<file path="config.mk">
export PLATFORM = sky130hd
export DESIGN_NAME = redundant_ref_clock_switch
export DESIGN_NICKNAME = d
export VERILOG_FILES = /design/src/ref_switch_pkg.sv /design/src/level_watchdog.sv /design/src/redundant_ref_clock_switch.sv
export SDC_FILE = /design/constraint.sdc
export NUM_CORES = 1
export LEC_CHECK = 0
export BUFFER_PORTS_ARGS = -buffer_cell sky130_fd_sc_hd__buf_4
export CORE_ASPECT_RATIO = 0.7
export CORE_UTILIZATION = 44
export DETAILED_ROUTE_END_ITERATION = 8
export GPL_ROUTABILITY_DRIVEN = 1
export PLACE_DENSITY_LB_ADDON = 0.1
export SYNTH_ARGS = -nofsm -noshare
export SYNTH_HDL_FRONTEND = slang
export SYNTH_SLANG_ARGS = --single-unit
export TNS_END_PERCENT = 10
</file>
<file path="constraint.sdc">
create_clock -name clk_i -period 1.53 [get_ports clk_i]
set_input_delay 0.0765 -clock clk_i [delete_from_list [all_inputs] [get_ports clk_i]]
set_output_delay 0.0765 -clock clk_i [all_outputs]
set_load 0.005 [all_outputs]
</file>
<file path="src/ref_switch_pkg.sv">
`default_nettype none
package ref_switch_pkg;
  // register byte offsets
  localparam logic [3:0] ADDR_CTRL        = 4'h0;
  localparam logic [3:0] ADDR_STATUS      = 4'h4;
  localparam logic [3:0] ADDR_IRQ_STAT    = 4'h8;
  localparam logic [3:0] ADDR_IRQ_MASK    = 4'hC;
  // control fields
  localparam int         CTRL_SOFT_CLR    = 0;
  // status fields
  localparam int         ST_FAIL_A        = 0;
  localparam int         ST_FAIL_B        = 1;
  localparam int         ST_ACTIVE        = 2;
  localparam int         ST_AUTO          = 3;
  localparam int         ST_DEAD_A        = 4;
  localparam int         ST_DEAD_B        = 5;
  localparam int         ST_SEL_PIN       = 6;
  // event fields, shared by irq status and mask
  localparam int         IRQ_W            = 3;
  localparam int         EV_FAIL_A        = 0;
  localparam int         EV_FAIL_B        = 1;
  localparam int         EV_SWITCH        = 2;
  localparam logic [2:0] IRQ_MASK_RST     = 3'h0;
  // timing
  localparam int         CLK_PERIOD_NS    = 100;
  localparam int         REF_PERIOD_NS    = 1000;
  localparam int         FAIL_WINDOW_CYC  = (REF_PERIOD_NS + CLK_PERIOD_NS - 1) / CLK_PERIOD_NS;
  localparam logic [1:0] BLANK_FB_EDGES   = 2'h2;
endpackage
`default_nettype wire

</file>
<file path="src/level_watchdog.sv">
`timescale 1ns/1ns
`default_nettype none
module level_watchdog
  import ref_switch_pkg::*;
#(
  parameter int unsigned WINDOW = FAIL_WINDOW_CYC
) (
  // clock and reset
  input  wire logic clk_i,
  input  wire logic rst_i,
  // watched level
  input  wire logic sig_i,
  // status
  output logic      dead_o,
  output logic      rise_o,
  output logic      fall_o
);
  localparam int CW = $clog2(WINDOW + 1);

  logic          prev_q, prev_d;
  logic [CW-1:0] cnt_q,  cnt_d;
  logic          dead_q, dead_d;
  logic          change;

  always_comb begin
    change = sig_i ^ prev_q;
    prev_d = sig_i;
    // saturate so a long stall never wraps back to healthy
    if (change) begin
      cnt_d = '0;
    end else if (cnt_q == CW'(WINDOW)) begin
      cnt_d = cnt_q;
    end else begin
      cnt_d = cnt_q + 1'b1;
    end
    dead_d = !change && (cnt_q >= CW'(WINDOW - 1));
  end

  always_ff @(posedge clk_i) begin
    if (rst_i) begin
      prev_q <= 1'b0;
      cnt_q  <= '0;
      dead_q <= 1'b0;
    end else begin
      prev_q <= prev_d;
      cnt_q  <= cnt_d;
      dead_q <= dead_d;
    end
  end

  assign dead_o = dead_q;
  assign rise_o = sig_i & !prev_q;
  assign fall_o = !sig_i & prev_q;
endmodule
`default_nettype wire

</file>
<file path="src/redundant_ref_clock_switch.sv">
// Notes on behaviour
// - input counts as failed after staying high or low one full input period
// - both inputs lost sets both failure flags and stalls the reference
// - only stopped clocks are detected, frequency changes are ignored
// - auto mode monitors both inputs, failure shows as its flag going low
// - a failure flag stays latched until alarm clear or soft clear
// - auto mode fails over to secondary only if valid, indicator follows
// - indicator 0 means input a active, 1 means input b active
// - manual mode still monitors, reference follows select pin unless both inputs are lost
// - any reference change waits for falling edge of new input
// - slew starts at next rising edge of both, no runt pulses
// - falling edge of alarm clear makes one pulse clearing flags and indicator latch
// - both invalid at clear relatch flags after one feedback period, indicator low
// - with no flag latched the indicator follows the select pin
// - output-off/divider reset leaves flags and indicator untouched
`timescale 1ns/1ns
`default_nettype none
module redundant_ref_clock_switch
  import ref_switch_pkg::*;
#(
  parameter int unsigned FAIL_WINDOW = FAIL_WINDOW_CYC
) (
  // clock and reset
  input  wire logic        clk_i,
  input  wire logic        rst_i,
  // wishbone slave
  input  wire logic        wb_cyc_i,
  input  wire logic        wb_stb_i,
  input  wire logic        wb_we_i,
  input  wire logic [3:0]  wb_adr_i,
  input  wire logic [3:0]  wb_sel_i,
  input  wire logic [31:0] wb_dat_i,
  output logic      [31:0] wb_dat_o,
  output logic             wb_ack_o,
  // reference and feedback inputs
  input  wire logic        ref_input_a_i,
  input  wire logic        ref_input_b_i,
  input  wire logic        loop_return_clk_i,
  // board control
  input  wire logic        auto_switch_sel_i,
  input  wire logic        ref_sel_i,
  input  wire logic        alarm_clear_n_i,
  input  wire logic        output_off_and_divreset_i,
  // status and reference out
  output logic             input_fail_flag_a_n_o,
  output logic             input_fail_flag_b_n_o,
  output logic             active_ref_flag_o,
  output logic             ref_clk_o,
  output logic             slew_start_o,
  output logic             div_reset_o,
  output logic             irq_o
);
  // pick a or b by index
  function automatic logic pick(input logic sel, input logic a, input logic b);
    return sel ? b : a;
  endfunction

  logic dead_a, dead_b, rise_a, rise_b, fall_a, fall_b;

  level_watchdog #(.WINDOW(FAIL_WINDOW)) u_mon_a (
    .clk_i  (clk_i),
    .rst_i  (rst_i),
    .sig_i  (ref_input_a_i),
    .dead_o (dead_a),
    .rise_o (rise_a),
    .fall_o (fall_a)
  );

  level_watchdog #(.WINDOW(FAIL_WINDOW)) u_mon_b (
    .clk_i  (clk_i),
    .rst_i  (rst_i),
    .sig_i  (ref_input_b_i),
    .dead_o (dead_b),
    .rise_o (rise_b),
    .fall_o (fall_b)
  );

  // synchronisers, first stage feeds only the second
  logic [2:0] sync1_q, sync1_d, sync2_q, sync2_d;
  logic       clr_prev_q, clr_prev_d, fb_prev_q, fb_prev_d;
  logic       auto_s, sel_s, clr_s, clr_pulse, fb_rise;

  always_comb begin
    sync1_d    = {alarm_clear_n_i, ref_sel_i, auto_switch_sel_i};
    sync2_d    = sync1_q;
    clr_prev_d = sync2_q[2];
    fb_prev_d  = loop_return_clk_i;
  end

  always_ff @(posedge clk_i) begin
    if (rst_i) begin
      sync1_q    <= 3'h4;
      sync2_q    <= 3'h4;
      clr_prev_q <= 1'b1;
      fb_prev_q  <= 1'b0;
    end else begin
      sync1_q    <= sync1_d;
      sync2_q    <= sync2_d;
      clr_prev_q <= clr_prev_d;
      fb_prev_q  <= fb_prev_d;
    end
  end

  // software clear strobe, self clearing
  logic soft_clr_q, soft_clr_d;
  logic wr_en;

  assign auto_s    = sync2_q[0];
  assign sel_s     = sync2_q[1];
  assign clr_s     = sync2_q[2];
  assign clr_pulse = (!clr_s && clr_prev_q) || soft_clr_q;
  assign fb_rise   = loop_return_clk_i && !fb_prev_q;

  // flags, selection and slew tracking
  logic       fail_a_n_q, fail_a_n_d, fail_b_n_q, fail_b_n_d;
  logic       active_q, active_d, ref_q, ref_d;
  logic       blank_q, blank_d;
  logic [1:0] fb_cnt_q, fb_cnt_d;
  logic       arm_q, arm_d, seen_ref_q, seen_ref_d, seen_fb_q, seen_fb_d, slew_q, slew_d;
  logic       divrst_q, divrst_d;
  logic       both_lost, target, tgt_fall, old_low, switch_now, ref_now_rise;

  always_comb begin
    fail_a_n_d = fail_a_n_q;
    fail_b_n_d = fail_b_n_q;
    blank_d    = blank_q;
    fb_cnt_d   = fb_cnt_q;
    // clear opens a one feedback period blanking window
    if (clr_pulse) begin
      fail_a_n_d = 1'b1;
      fail_b_n_d = 1'b1;
      blank_d    = 1'b1;
      fb_cnt_d   = '0;
    end else begin
      if (blank_q && fb_rise) begin
        fb_cnt_d = fb_cnt_q + 1'b1;
        if (fb_cnt_d == BLANK_FB_EDGES) begin
          blank_d = 1'b0;
        end
      end
      // latched in both modes, only alarm clear or soft clear releases
      if (!blank_q && dead_a) begin
        fail_a_n_d = 1'b0;
      end
      if (!blank_q && dead_b) begin
        fail_b_n_d = 1'b0;
      end
    end
    // output-off never touches flags or indicator
    divrst_d  = output_off_and_divreset_i;
    both_lost = !fail_a_n_q && !fail_b_n_q;
    // frequency is not examined, only stalls matter
    if (!auto_s || (fail_a_n_q && fail_b_n_q)) begin
      target = sel_s;
    end else if (!pick(sel_s, fail_a_n_q, fail_b_n_q) && pick(!sel_s, fail_a_n_q, fail_b_n_q)) begin
      target = !sel_s;
    end else begin
      target = active_q;
    end
    tgt_fall   = pick(target, fall_a, fall_b);
    // old input must already be low, or dead, else its high phase is cut
    old_low    = !pick(active_q, ref_input_a_i, ref_input_b_i) || pick(active_q, dead_a, dead_b);
    switch_now = !both_lost && (target != active_q) && tgt_fall && old_low;
    active_d   = active_q;
    if (both_lost) begin
      active_d = 1'b0;
    end else if (switch_now) begin
      active_d = target;
    end
    // loop stalls when nothing valid is left
    ref_d = both_lost ? 1'b0 : pick(active_d, ref_input_a_i, ref_input_b_i);
    ref_now_rise = pick(active_q, rise_a, rise_b);
    arm_d      = arm_q;
    seen_ref_d = seen_ref_q;
    seen_fb_d  = seen_fb_q;
    slew_d     = 1'b0;
    if (switch_now) begin
      arm_d      = 1'b1;
      seen_ref_d = 1'b0;
      seen_fb_d  = 1'b0;
    end else if (arm_q) begin
      seen_ref_d = seen_ref_q || ref_now_rise;
      seen_fb_d  = seen_fb_q || fb_rise;
      if (seen_ref_d && seen_fb_d) begin
        slew_d = 1'b1;
        arm_d  = 1'b0;
      end
    end
  end

  always_ff @(posedge clk_i) begin
    if (rst_i) begin
      fail_a_n_q <= 1'b1;
      fail_b_n_q <= 1'b1;
      blank_q    <= 1'b0;
      fb_cnt_q   <= '0;
      active_q   <= 1'b0;
      ref_q      <= 1'b0;
      arm_q      <= 1'b0;
      seen_ref_q <= 1'b0;
      seen_fb_q  <= 1'b0;
      slew_q     <= 1'b0;
      divrst_q   <= 1'b0;
    end else begin
      fail_a_n_q <= fail_a_n_d;
      fail_b_n_q <= fail_b_n_d;
      blank_q    <= blank_d;
      fb_cnt_q   <= fb_cnt_d;
      active_q   <= active_d;
      ref_q      <= ref_d;
      arm_q      <= arm_d;
      seen_ref_q <= seen_ref_d;
      seen_fb_q  <= seen_fb_d;
      slew_q     <= slew_d;
      divrst_q   <= divrst_d;
    end
  end

  // wishbone slave, ack one cycle after request, write at the ack edge
  logic [IRQ_W-1:0] ist_q, ist_d, imask_q, imask_d, events;
  logic             ack_q, ack_d, irq_q, irq_d;
  logic [31:0]      rdat_q, rdat_d;

  always_comb begin
    ack_d  = wb_cyc_i && wb_stb_i && !ack_q;
    wr_en  = wb_cyc_i && wb_stb_i && wb_we_i && ack_q && wb_sel_i[0];
    rdat_d = rdat_q;
    if (ack_d) begin
      rdat_d = 32'h0;
      case (wb_adr_i)
        ADDR_STATUS: begin
          rdat_d[ST_FAIL_A]  = !fail_a_n_q;
          rdat_d[ST_FAIL_B]  = !fail_b_n_q;
          rdat_d[ST_ACTIVE]  = active_q;
          rdat_d[ST_AUTO]    = auto_s;
          rdat_d[ST_DEAD_A]  = dead_a;
          rdat_d[ST_DEAD_B]  = dead_b;
          rdat_d[ST_SEL_PIN] = sel_s;
        end
        ADDR_IRQ_STAT: rdat_d[IRQ_W-1:0] = ist_q;
        ADDR_IRQ_MASK: rdat_d[IRQ_W-1:0] = imask_q;
        default:       rdat_d = 32'h0;
      endcase
    end
    soft_clr_d = wr_en && (wb_adr_i == ADDR_CTRL) && wb_dat_i[CTRL_SOFT_CLR];
    imask_d    = (wr_en && wb_adr_i == ADDR_IRQ_MASK) ? wb_dat_i[IRQ_W-1:0] : imask_q;
    events             = '0;
    events[EV_FAIL_A]  = fail_a_n_q && !fail_a_n_d;
    events[EV_FAIL_B]  = fail_b_n_q && !fail_b_n_d;
    events[EV_SWITCH]  = active_q != active_d;
    // a new event beats a write-one-to-clear in the same cycle
    ist_d = ist_q;
    if (wr_en && wb_adr_i == ADDR_IRQ_STAT) begin
      ist_d = ist_q & ~wb_dat_i[IRQ_W-1:0];
    end
    ist_d = ist_d | events;
    irq_d = |(ist_q & imask_q);
  end

  always_ff @(posedge clk_i) begin
    if (rst_i) begin
      ack_q      <= 1'b0;
      rdat_q     <= 32'h0;
      soft_clr_q <= 1'b0;
      imask_q    <= IRQ_MASK_RST;
      ist_q      <= '0;
      irq_q      <= 1'b0;
    end else begin
      ack_q      <= ack_d;
      rdat_q     <= rdat_d;
      soft_clr_q <= soft_clr_d;
      imask_q    <= imask_d;
      ist_q      <= ist_d;
      irq_q      <= irq_d;
    end
  end

  assign wb_ack_o              = ack_q;
  assign wb_dat_o              = rdat_q;
  assign input_fail_flag_a_n_o = fail_a_n_q;
  assign input_fail_flag_b_n_o = fail_b_n_q;
  assign active_ref_flag_o     = active_q;
  assign ref_clk_o             = ref_q;
  assign slew_start_o          = slew_q;
  assign div_reset_o           = divrst_q;
  assign irq_o                 = irq_q;
endmodule
`default_nettype wire

</file>
==> qor.yml, run 1 <==
cts:
  cts_tree: "yes"
  clock_path_buffers: 2
  clk_latency_ns: 0.30
  htreeDepth: 2
  numCtsBuffers: 5
  cts.sinks: 48
  clockRootBuffer: "clkbuf_8"
  cts.clk_slew.worst_paths_ns: 0.09
yosys:
  synth_flop_cell: "dfxtp_1"
  synthTopCellsByArea: "dfxtp_1, buf_4, ha_1"
  syn_area_per_cell_um2: 9.02
  synth_edf_count: 0
  yosysWarnings: 0
  synth_cell_types: 43
  syn-cell-area_mm2: 0.00234
  synth-seq-cells: 48
  yosysTopAreaCellShare_pct: 41.1
  seq_area_frac_synth_pct: 41.1
  synth_cells: 259
  yosysTopAreaCell: "dfxtp_1"
  synthArstFlopShare_pct: 0
setup_path:
  arrival_ns: 1.77
  required_ns: 1.73
  worstPathCellList: "ha_4 -> o211ai_1 -> or3_1 -> a21oi_2 -> mux2_4"
  cp-start-kind: "flop"
  cp_max_fo: 2
  crit_type: "flop to flop"
  reg2reg_setup_slack_ns: -0.05
  r2r_cells: 5
  regToRegStartpoint: "u_mon_a.prev_q$_SDFF_PP0_"
  slowest_stage: "or3_1"
  timing.rr.end: "ref_clk_o$_SDFF_PP0_"
  end_kind: "flop"
  critPathMaxStageDelay_ns: 0.38
floorplan:
  rows: 21
  initial_core_util_pct: 47.3
  die-width_um: 89.1
  die_area_mm2: 0.00561
  core_mm2: 0.00494
  ioPinCount: 92
  fp.dieH_um: 63.0
placement:
  hpwl_mm: 3.23
  pre_cts_ws_ns: -0.0982
  dpl-instance-area_mm2: 0.00266
  io_buffers: 34
  gp_congestion: 0.821
global_routing:
  overflow: 0
  grtUsageTotal_pct: 17.1
  use_met1_pct: 25.7
  grt_util_met2_pct: 23.5
  grt_pass1_wl_mm: 7.33
  grt_max_degree: 40
  top_usage_layer: "met1"
  grt_pass1_vias: 1558
  antenna_found_initial: 0
  grtUsageMet3_pct: 4.49
timing:
  hold_slack_ns: 0.0144
  fin_crit_sh_pct: 103
  setup_viol: 1
  tns_ns: -0.0485
  setup_slack_ns: -0.0485
  min_period_ns: 1.58
  skew_ns: 0.00800
  rsz0062_at_grt: "true"
  finalHoldViolCount: 0
  slew_viol_final: 0
  fmax_mhz: 633
drt:
  final_antenna_net_count: 0
  drt-initial-drc-count: 65
  vias: 1745
  first_pass_iters: 6
  wl_per_cell_um: 11.5
  drc: 0
  wl_mm: 4.41
  vias_per_cell: 4.54
run:
  drv_cap: 0
final_layout:
  seqCellArea_um2: 968
  multi_input_area_mm2: 0.00119
  fin_nets: 379
  num-fill-cells: 464
  final_cell_area_mm2: 0.00284
  antenna_cells: 0
  syn2layout_area_growth_pct: 21.5
  drive_above_1_share_pct: 26.3
power:
  p_leak_uw: 0.00123
  p_per_area_mw_per_mm2: 804
  ir_worst_vdd_v: 0.000505
hold_path:
  hold_depth: 3
  min_to: "imask_q[1]$_SDFFE_PP0P_"
  min-delay-start: "wb_dat_i[1]"
  hold_path_class: "input pin to flop"
status:
  violations: "negative setup slack"
  status: "finished with violations"
-- critical path: cells and delay by family (launching register included) --
family	cells	cell delay [ns]
AOI/OAI and AO/OA	2	0.29
adders and majority gates	1	0.13
DFF	1	0.35
muxes	1	0.32
and+or+nand+nor	1	0.38
-- logic make-up (layout without fill, tap and decap cells) --
| logic type | count (synthesis) | count (layout) | share of synthesized area [%] |
|---|---|---|---|
| flops | 48 | 48 | 41.1 |
| simple gates | 89 | 89 | 19.7 |
| mux | 10 | 10 | 4.66 |
| xor+xnor | 5 | 5 | 1.87 |
| buf+inv | 49 | 81 | 12.6 |
| other cells | 1 | 25 | 0.161 |
| compound gates | 44 | 44 | 12.9 |
| fa+ha+maj | 13 | 13 | 6.96 |
-- sequential cells by signal (all words and copies together) (netlist names), 2 cells and up --
name and count:
sync1_q 3, fb_cnt_q 2, imask_q 3, u_mon_b.cnt_q 4, u_mon_a.cnt_q 4, wb_dat_o 7
sync2_q 3, ist_q 3
-- cells in the mapped netlist (6+ instances only) --
master / count
a21oi_1: 9
a22oi_1: 8
buf_4: 25
dfxtp_1: 48
ha_1: 13
inv_1: 16
mux2i_1: 6
nand2_1: 11
nand3_1: 7
nor2_1: 28
nor2b_1: 13
nor3_1: 7
o21ai_0: 9
or2_2: 7
-- metal layers --
| layer | vias up | routed length, um |
|---|---|---|
| li1 | 932 | - |
| met1 | 758 | 2450 |
| met2 | 48 | 1700 |
| met3 | 7 | 211 |
| met4 | 0 | 52 |
| met5 | - | 0 |
-- what timing repair did --
action / CTS / global route
pin swaps: 3 / 2
resized for setup: 3 / 4
endpoints found under the setup margin: 1 / 5
hold buffers: 5 / 0
buffers inserted: 1 / 0
hold endpoints to repair: 5 / 0
cloned: 0 / 0
-- cell usage in the layout (no fill, tap or decap), types with 7 or more instances in the layout --
cell	netlist	routed
a22oi_1	8	8
ha_1	13	12
conb_1	1	25
nor2b_1	13	13
nand3_1	7	7
or2_2	7	7
dfxtp_1	48	42
nor3_1	7	7
nand2_1	11	11
nor2_1	28	28
inv_1	16	16
buf_4	25	52
a21oi_1	9	9
o21ai_0	9	9
-- worst max path at each step --
stage                                      from                   end  slack, ns  cells after the start
4_1_cts               u_mon_a.prev_q$_SDFF_PP0_  ref_clk_o$_SDFF_PP0_      -0.06                      5
6_report              u_mon_a.prev_q$_SDFF_PP0_  ref_clk_o$_SDFF_PP0_      -0.05                      5
3_3_place_gp          u_mon_a.prev_q$_SDFF_PP0_  ref_clk_o$_SDFF_PP0_      -0.07                      5
3_5_place_dp          u_mon_a.prev_q$_SDFF_PP0_  ref_clk_o$_SDFF_PP0_       -0.1                      5
2_1_floorplan  input_fail_flag_b_n_o$_SDFF_PP1_  ref_clk_o$_SDFF_PP0_      -0.03                      6
5_1_grt               u_mon_a.prev_q$_SDFF_PP0_  ref_clk_o$_SDFF_PP0_      -0.12                      5
-- area by class of cell --
class | instances | share of cell area, %
sequential | 48 | 34.1
inverter | 16 | 2.12
clock buffer | 5 | 2.43
timing repair buffer | 57 | 15.5
multi-input combinational | 186 | 41.9
tap | 69 | 3.04
clock inverter | 3 | 0.838
-- power by group --
part	total [uW]	switching, uW	internal [uW]
registers	1300	22.7	1280
logic	215	110	105
clock network	766	442	324
-- metrics by stage --
| step | power [uW] | utilization, % | instances |
|---|---|---|---|
| floorplan | 1490 | - | 283 |
| global placement | 1530 | 53.9 | 370 |
| detailed placement | 1530 | 53.9 | 370 |
| CTS | 2310 | 57.2 | 384 |
| global route | 2390 | 57.4 | 384 |
| finish | 2280 | 57.4 | 384 |
(Power assumes the default switching activity.)
==> inputs of run 2 (changes only) <==
- CORE_UTILIZATION: 44 -> 45
- CTS_BUF_LIST: default -> sky130_fd_sc_hd__clkbuf_4 sky130_fd_sc_hd__clkbuf_8
- MAX_ROUTING_LAYER: default -> met4
- SYNTH_HIERARCHICAL: default -> 1
==> qor.yml, run 2 <==
cts:
  numCtsBuffers: 5
  clock_path_buffers: 2
  clockRootBuffer: "clkbuf_8"
  clk_latency_ns: 0.30
  htreeDepth: 2
  cts.clk_slew.worst_paths_ns: 0.09
  post-cts-setup-buffer-count: 0
  cts_tree: "yes"
  cts.sinks: 48
final_layout:
  layout_common_cells: "dfxtp_1, buf_4, nor2_1, conb_1, nand2_1"
  antenna_cells: 0
  final_common_cell: "dfxtp_1"
  fin_util_pct: 57.0
  drive_above_1_share_pct: 23.0
  num-fill-cells: 464
  syn2layout_area_growth_pct: 19.4
  fin_nets: 364
  largest_reg_flops: 7
timing:
  fin_crit_sh_pct: 94.2
  min_period_ns: 1.44
  setup_viol: 0
  slew_viol_final: 0
  tns_ns: 0
  skew_ns: 0.00888
  fmax_mhz: 694
  finalHoldViolCount: 0
  setup_slack_ns: 0.0891
  rsz0062_at_grt: "true"
yosys:
  synth-seq-cells: 48
  syn-cell-area_mm2: 0.00233
  yosysTopAreaCellShare_pct: 41.2
  synth_most_common_cell: "dfxtp_1"
  synth_commonest_cells: "dfxtp_1, buf_4, nor2_1"
  yosysWarnings: 6
  synth_edf_count: 0
  synth_cell_types: 45
  yosysTopAreaCell: "dfxtp_1"
  syn_area_per_cell_um2: 9.19
  synth_flop_cell: "dfxtp_1"
  synthTopCellsByArea: "dfxtp_1, buf_4, ha_1"
  synth_cells: 254
  seq_area_frac_synth_pct: 41.2
  synthArstFlopShare_pct: 0
drt:
  drc: 0
  final_antenna_net_count: 0
  drt-initial-drc-count: 102
  first_pass_iters: 4
  wl_per_cell_um: 11.8
  vias_per_cell: 4.69
  wl_mm: 4.35
  vias: 1730
placement:
  hpwl_mm: 3.17
  pre_cts_ws_ns: -0.00326
  gp_congestion: 0.795
  io_buffers: 34
global_routing:
  grt_max_degree: 39
  grt_pass1_wl_mm: 7.33
  grt_pass1_vias: 1583
  grtUsageTotal_pct: 17.6
  antenna_found_initial: 0
  overflow: 0
floorplan:
  initial_core_util_pct: 47.7
  die_area_mm2: 0.00548
  die-width_um: 88.1
  fp.dieH_um: 62.3
  rows: 21
  ioPinCount: 92
  core_mm2: 0.00489
hold_path:
  hold_depth: 3
  hold_path_class: "input pin to flop"
power:
  ir_worst_vdd_v: 0.000507
  p_seq_share_pct: 52.9
  p_per_area_mw_per_mm2: 881
  p_int_uw: 1910
  p_leak_uw: 0.00128
  swShare_pct: 22.3
  switchingPower_uw: 547
  p_comb_share_pct: 8.4
  clockPowerShare_pct: 38.7
setup_path:
  arrival_ns: 1.63
  required_ns: 1.72
  cp_max_fo: 5
  cp-start-kind: "flop"
  end_kind: "flop"
  r2r_cells: 5
  crit_type: "flop to flop"
run:
  drv_cap: 0
status:
  status: "complete, no violations"
-- run 2: changes by cell type after synthesis, moves of 3 or more --
cell      before  now
nand2_1       11   18
nor2b_1       13    9
nor3b_1        0    4
or2_2          7    3
a211oi_1       3    0
nand3_1        7    4
nor2_1        28   25
nor3_1         7    4
-- run 2: final cells by class --
cell class | count | area (um2) | area share, %
tap | 69 | 86.3 | 3.10
multi-input combinational | 183 | 1200 | 43.2
sequential | 48 | 966 | 34.7
inverter | 16 | 60.1 | 2.16
clock inverter | 2 | 38.8 | 1.39
timing repair buffer | 45 | 350 | 12.6
clock buffer | 6 | 82.6 | 2.96
-- run 2: repair_timing --
item                                    4_1_cts  5_1_grt
hold buffers                                  5        0
gates resized for setup                       1        6
hold endpoints to repair                      5        0
gates cloned                                  0        0
endpoints found under the setup margin        1        6
pin swaps                                     0        2
-- run 2: critical path: stages (launching register included) --
cell,delay (ns)
dfxtp_2,0.34
and4bb_1,0.23
a31oi_2,0.20
nand3_2,0.17
mux2i_1,0.15
a22o_1,0.24
-- run 2: layer usage --
metal | GRT usage, % | vias to the layer above | part of all wire (%)
met4 | 4.23 | 0 | 0.64
met3 | 5.19 | 4 | 6.3
met1 | 25.0 | 779 | 54
met5 | - | - | 0
li1 | - | 899 | -
met2 | 24.3 | 48 | 39
-- run 2: power by group through the flow --
stage	registers [uW]	logic, uW	clock network [uW]
2_1_floorplan	1320	164	0
3_3_place_gp	1330	194	0
3_5_place_dp	1330	196	0
4_1_cts	1300	208	978
5_1_grt	1300	237	1040
6_report	1300	207	950
-- run 2: kinds of logic (layout without fill, tap and decap cells) --
family,after synthesis,after routing,synth area share (%)
AO/OA/AOI/OAI,43,43,12.7
XOR/XNOR,5,5,1.88
adder cells (fa/ha/maj),13,13,6.97
buffers and inverters,47,69,11.6
flip-flops,48,48,41.2
multiplexers,10,10,4.50
other,1,25,0.161
AND/OR/NAND/NOR,87,87,21.0
-- run 2: metrics by stage --
stage | area [um2] | std cells | hold WS (ns) | power (uW)
after detailed placement | 2600 | 356 | 0.265 | 1520
after global routing | 2790 | 369 | 0.0367 | 2580
after CTS | 2780 | 369 | 0.0175 | 2480
after floorplan | 2420 | 278 | 0.143 | 1490
after global placement | 2600 | 356 | 0.262 | 1520
final | 2790 | 369 | 0.0224 | 2460
-- run 2: final timing paths --
kind                    startpoint                       to  slack, ns
min reg2reg  sync1_q[2]$_SDFF_PP1_    sync2_q[2]$_SDFF_PP1_       0.41
max reg2reg  sync2_q[1]$_SDFF_PP0_     ref_clk_o$_SDFF_PP0_       0.09
min                    wb_dat_i[1]  imask_q[1]$_SDFFE_PP0P_       0.02
max          sync2_q[1]$_SDFF_PP0_     ref_clk_o$_SDFF_PP0_       0.09
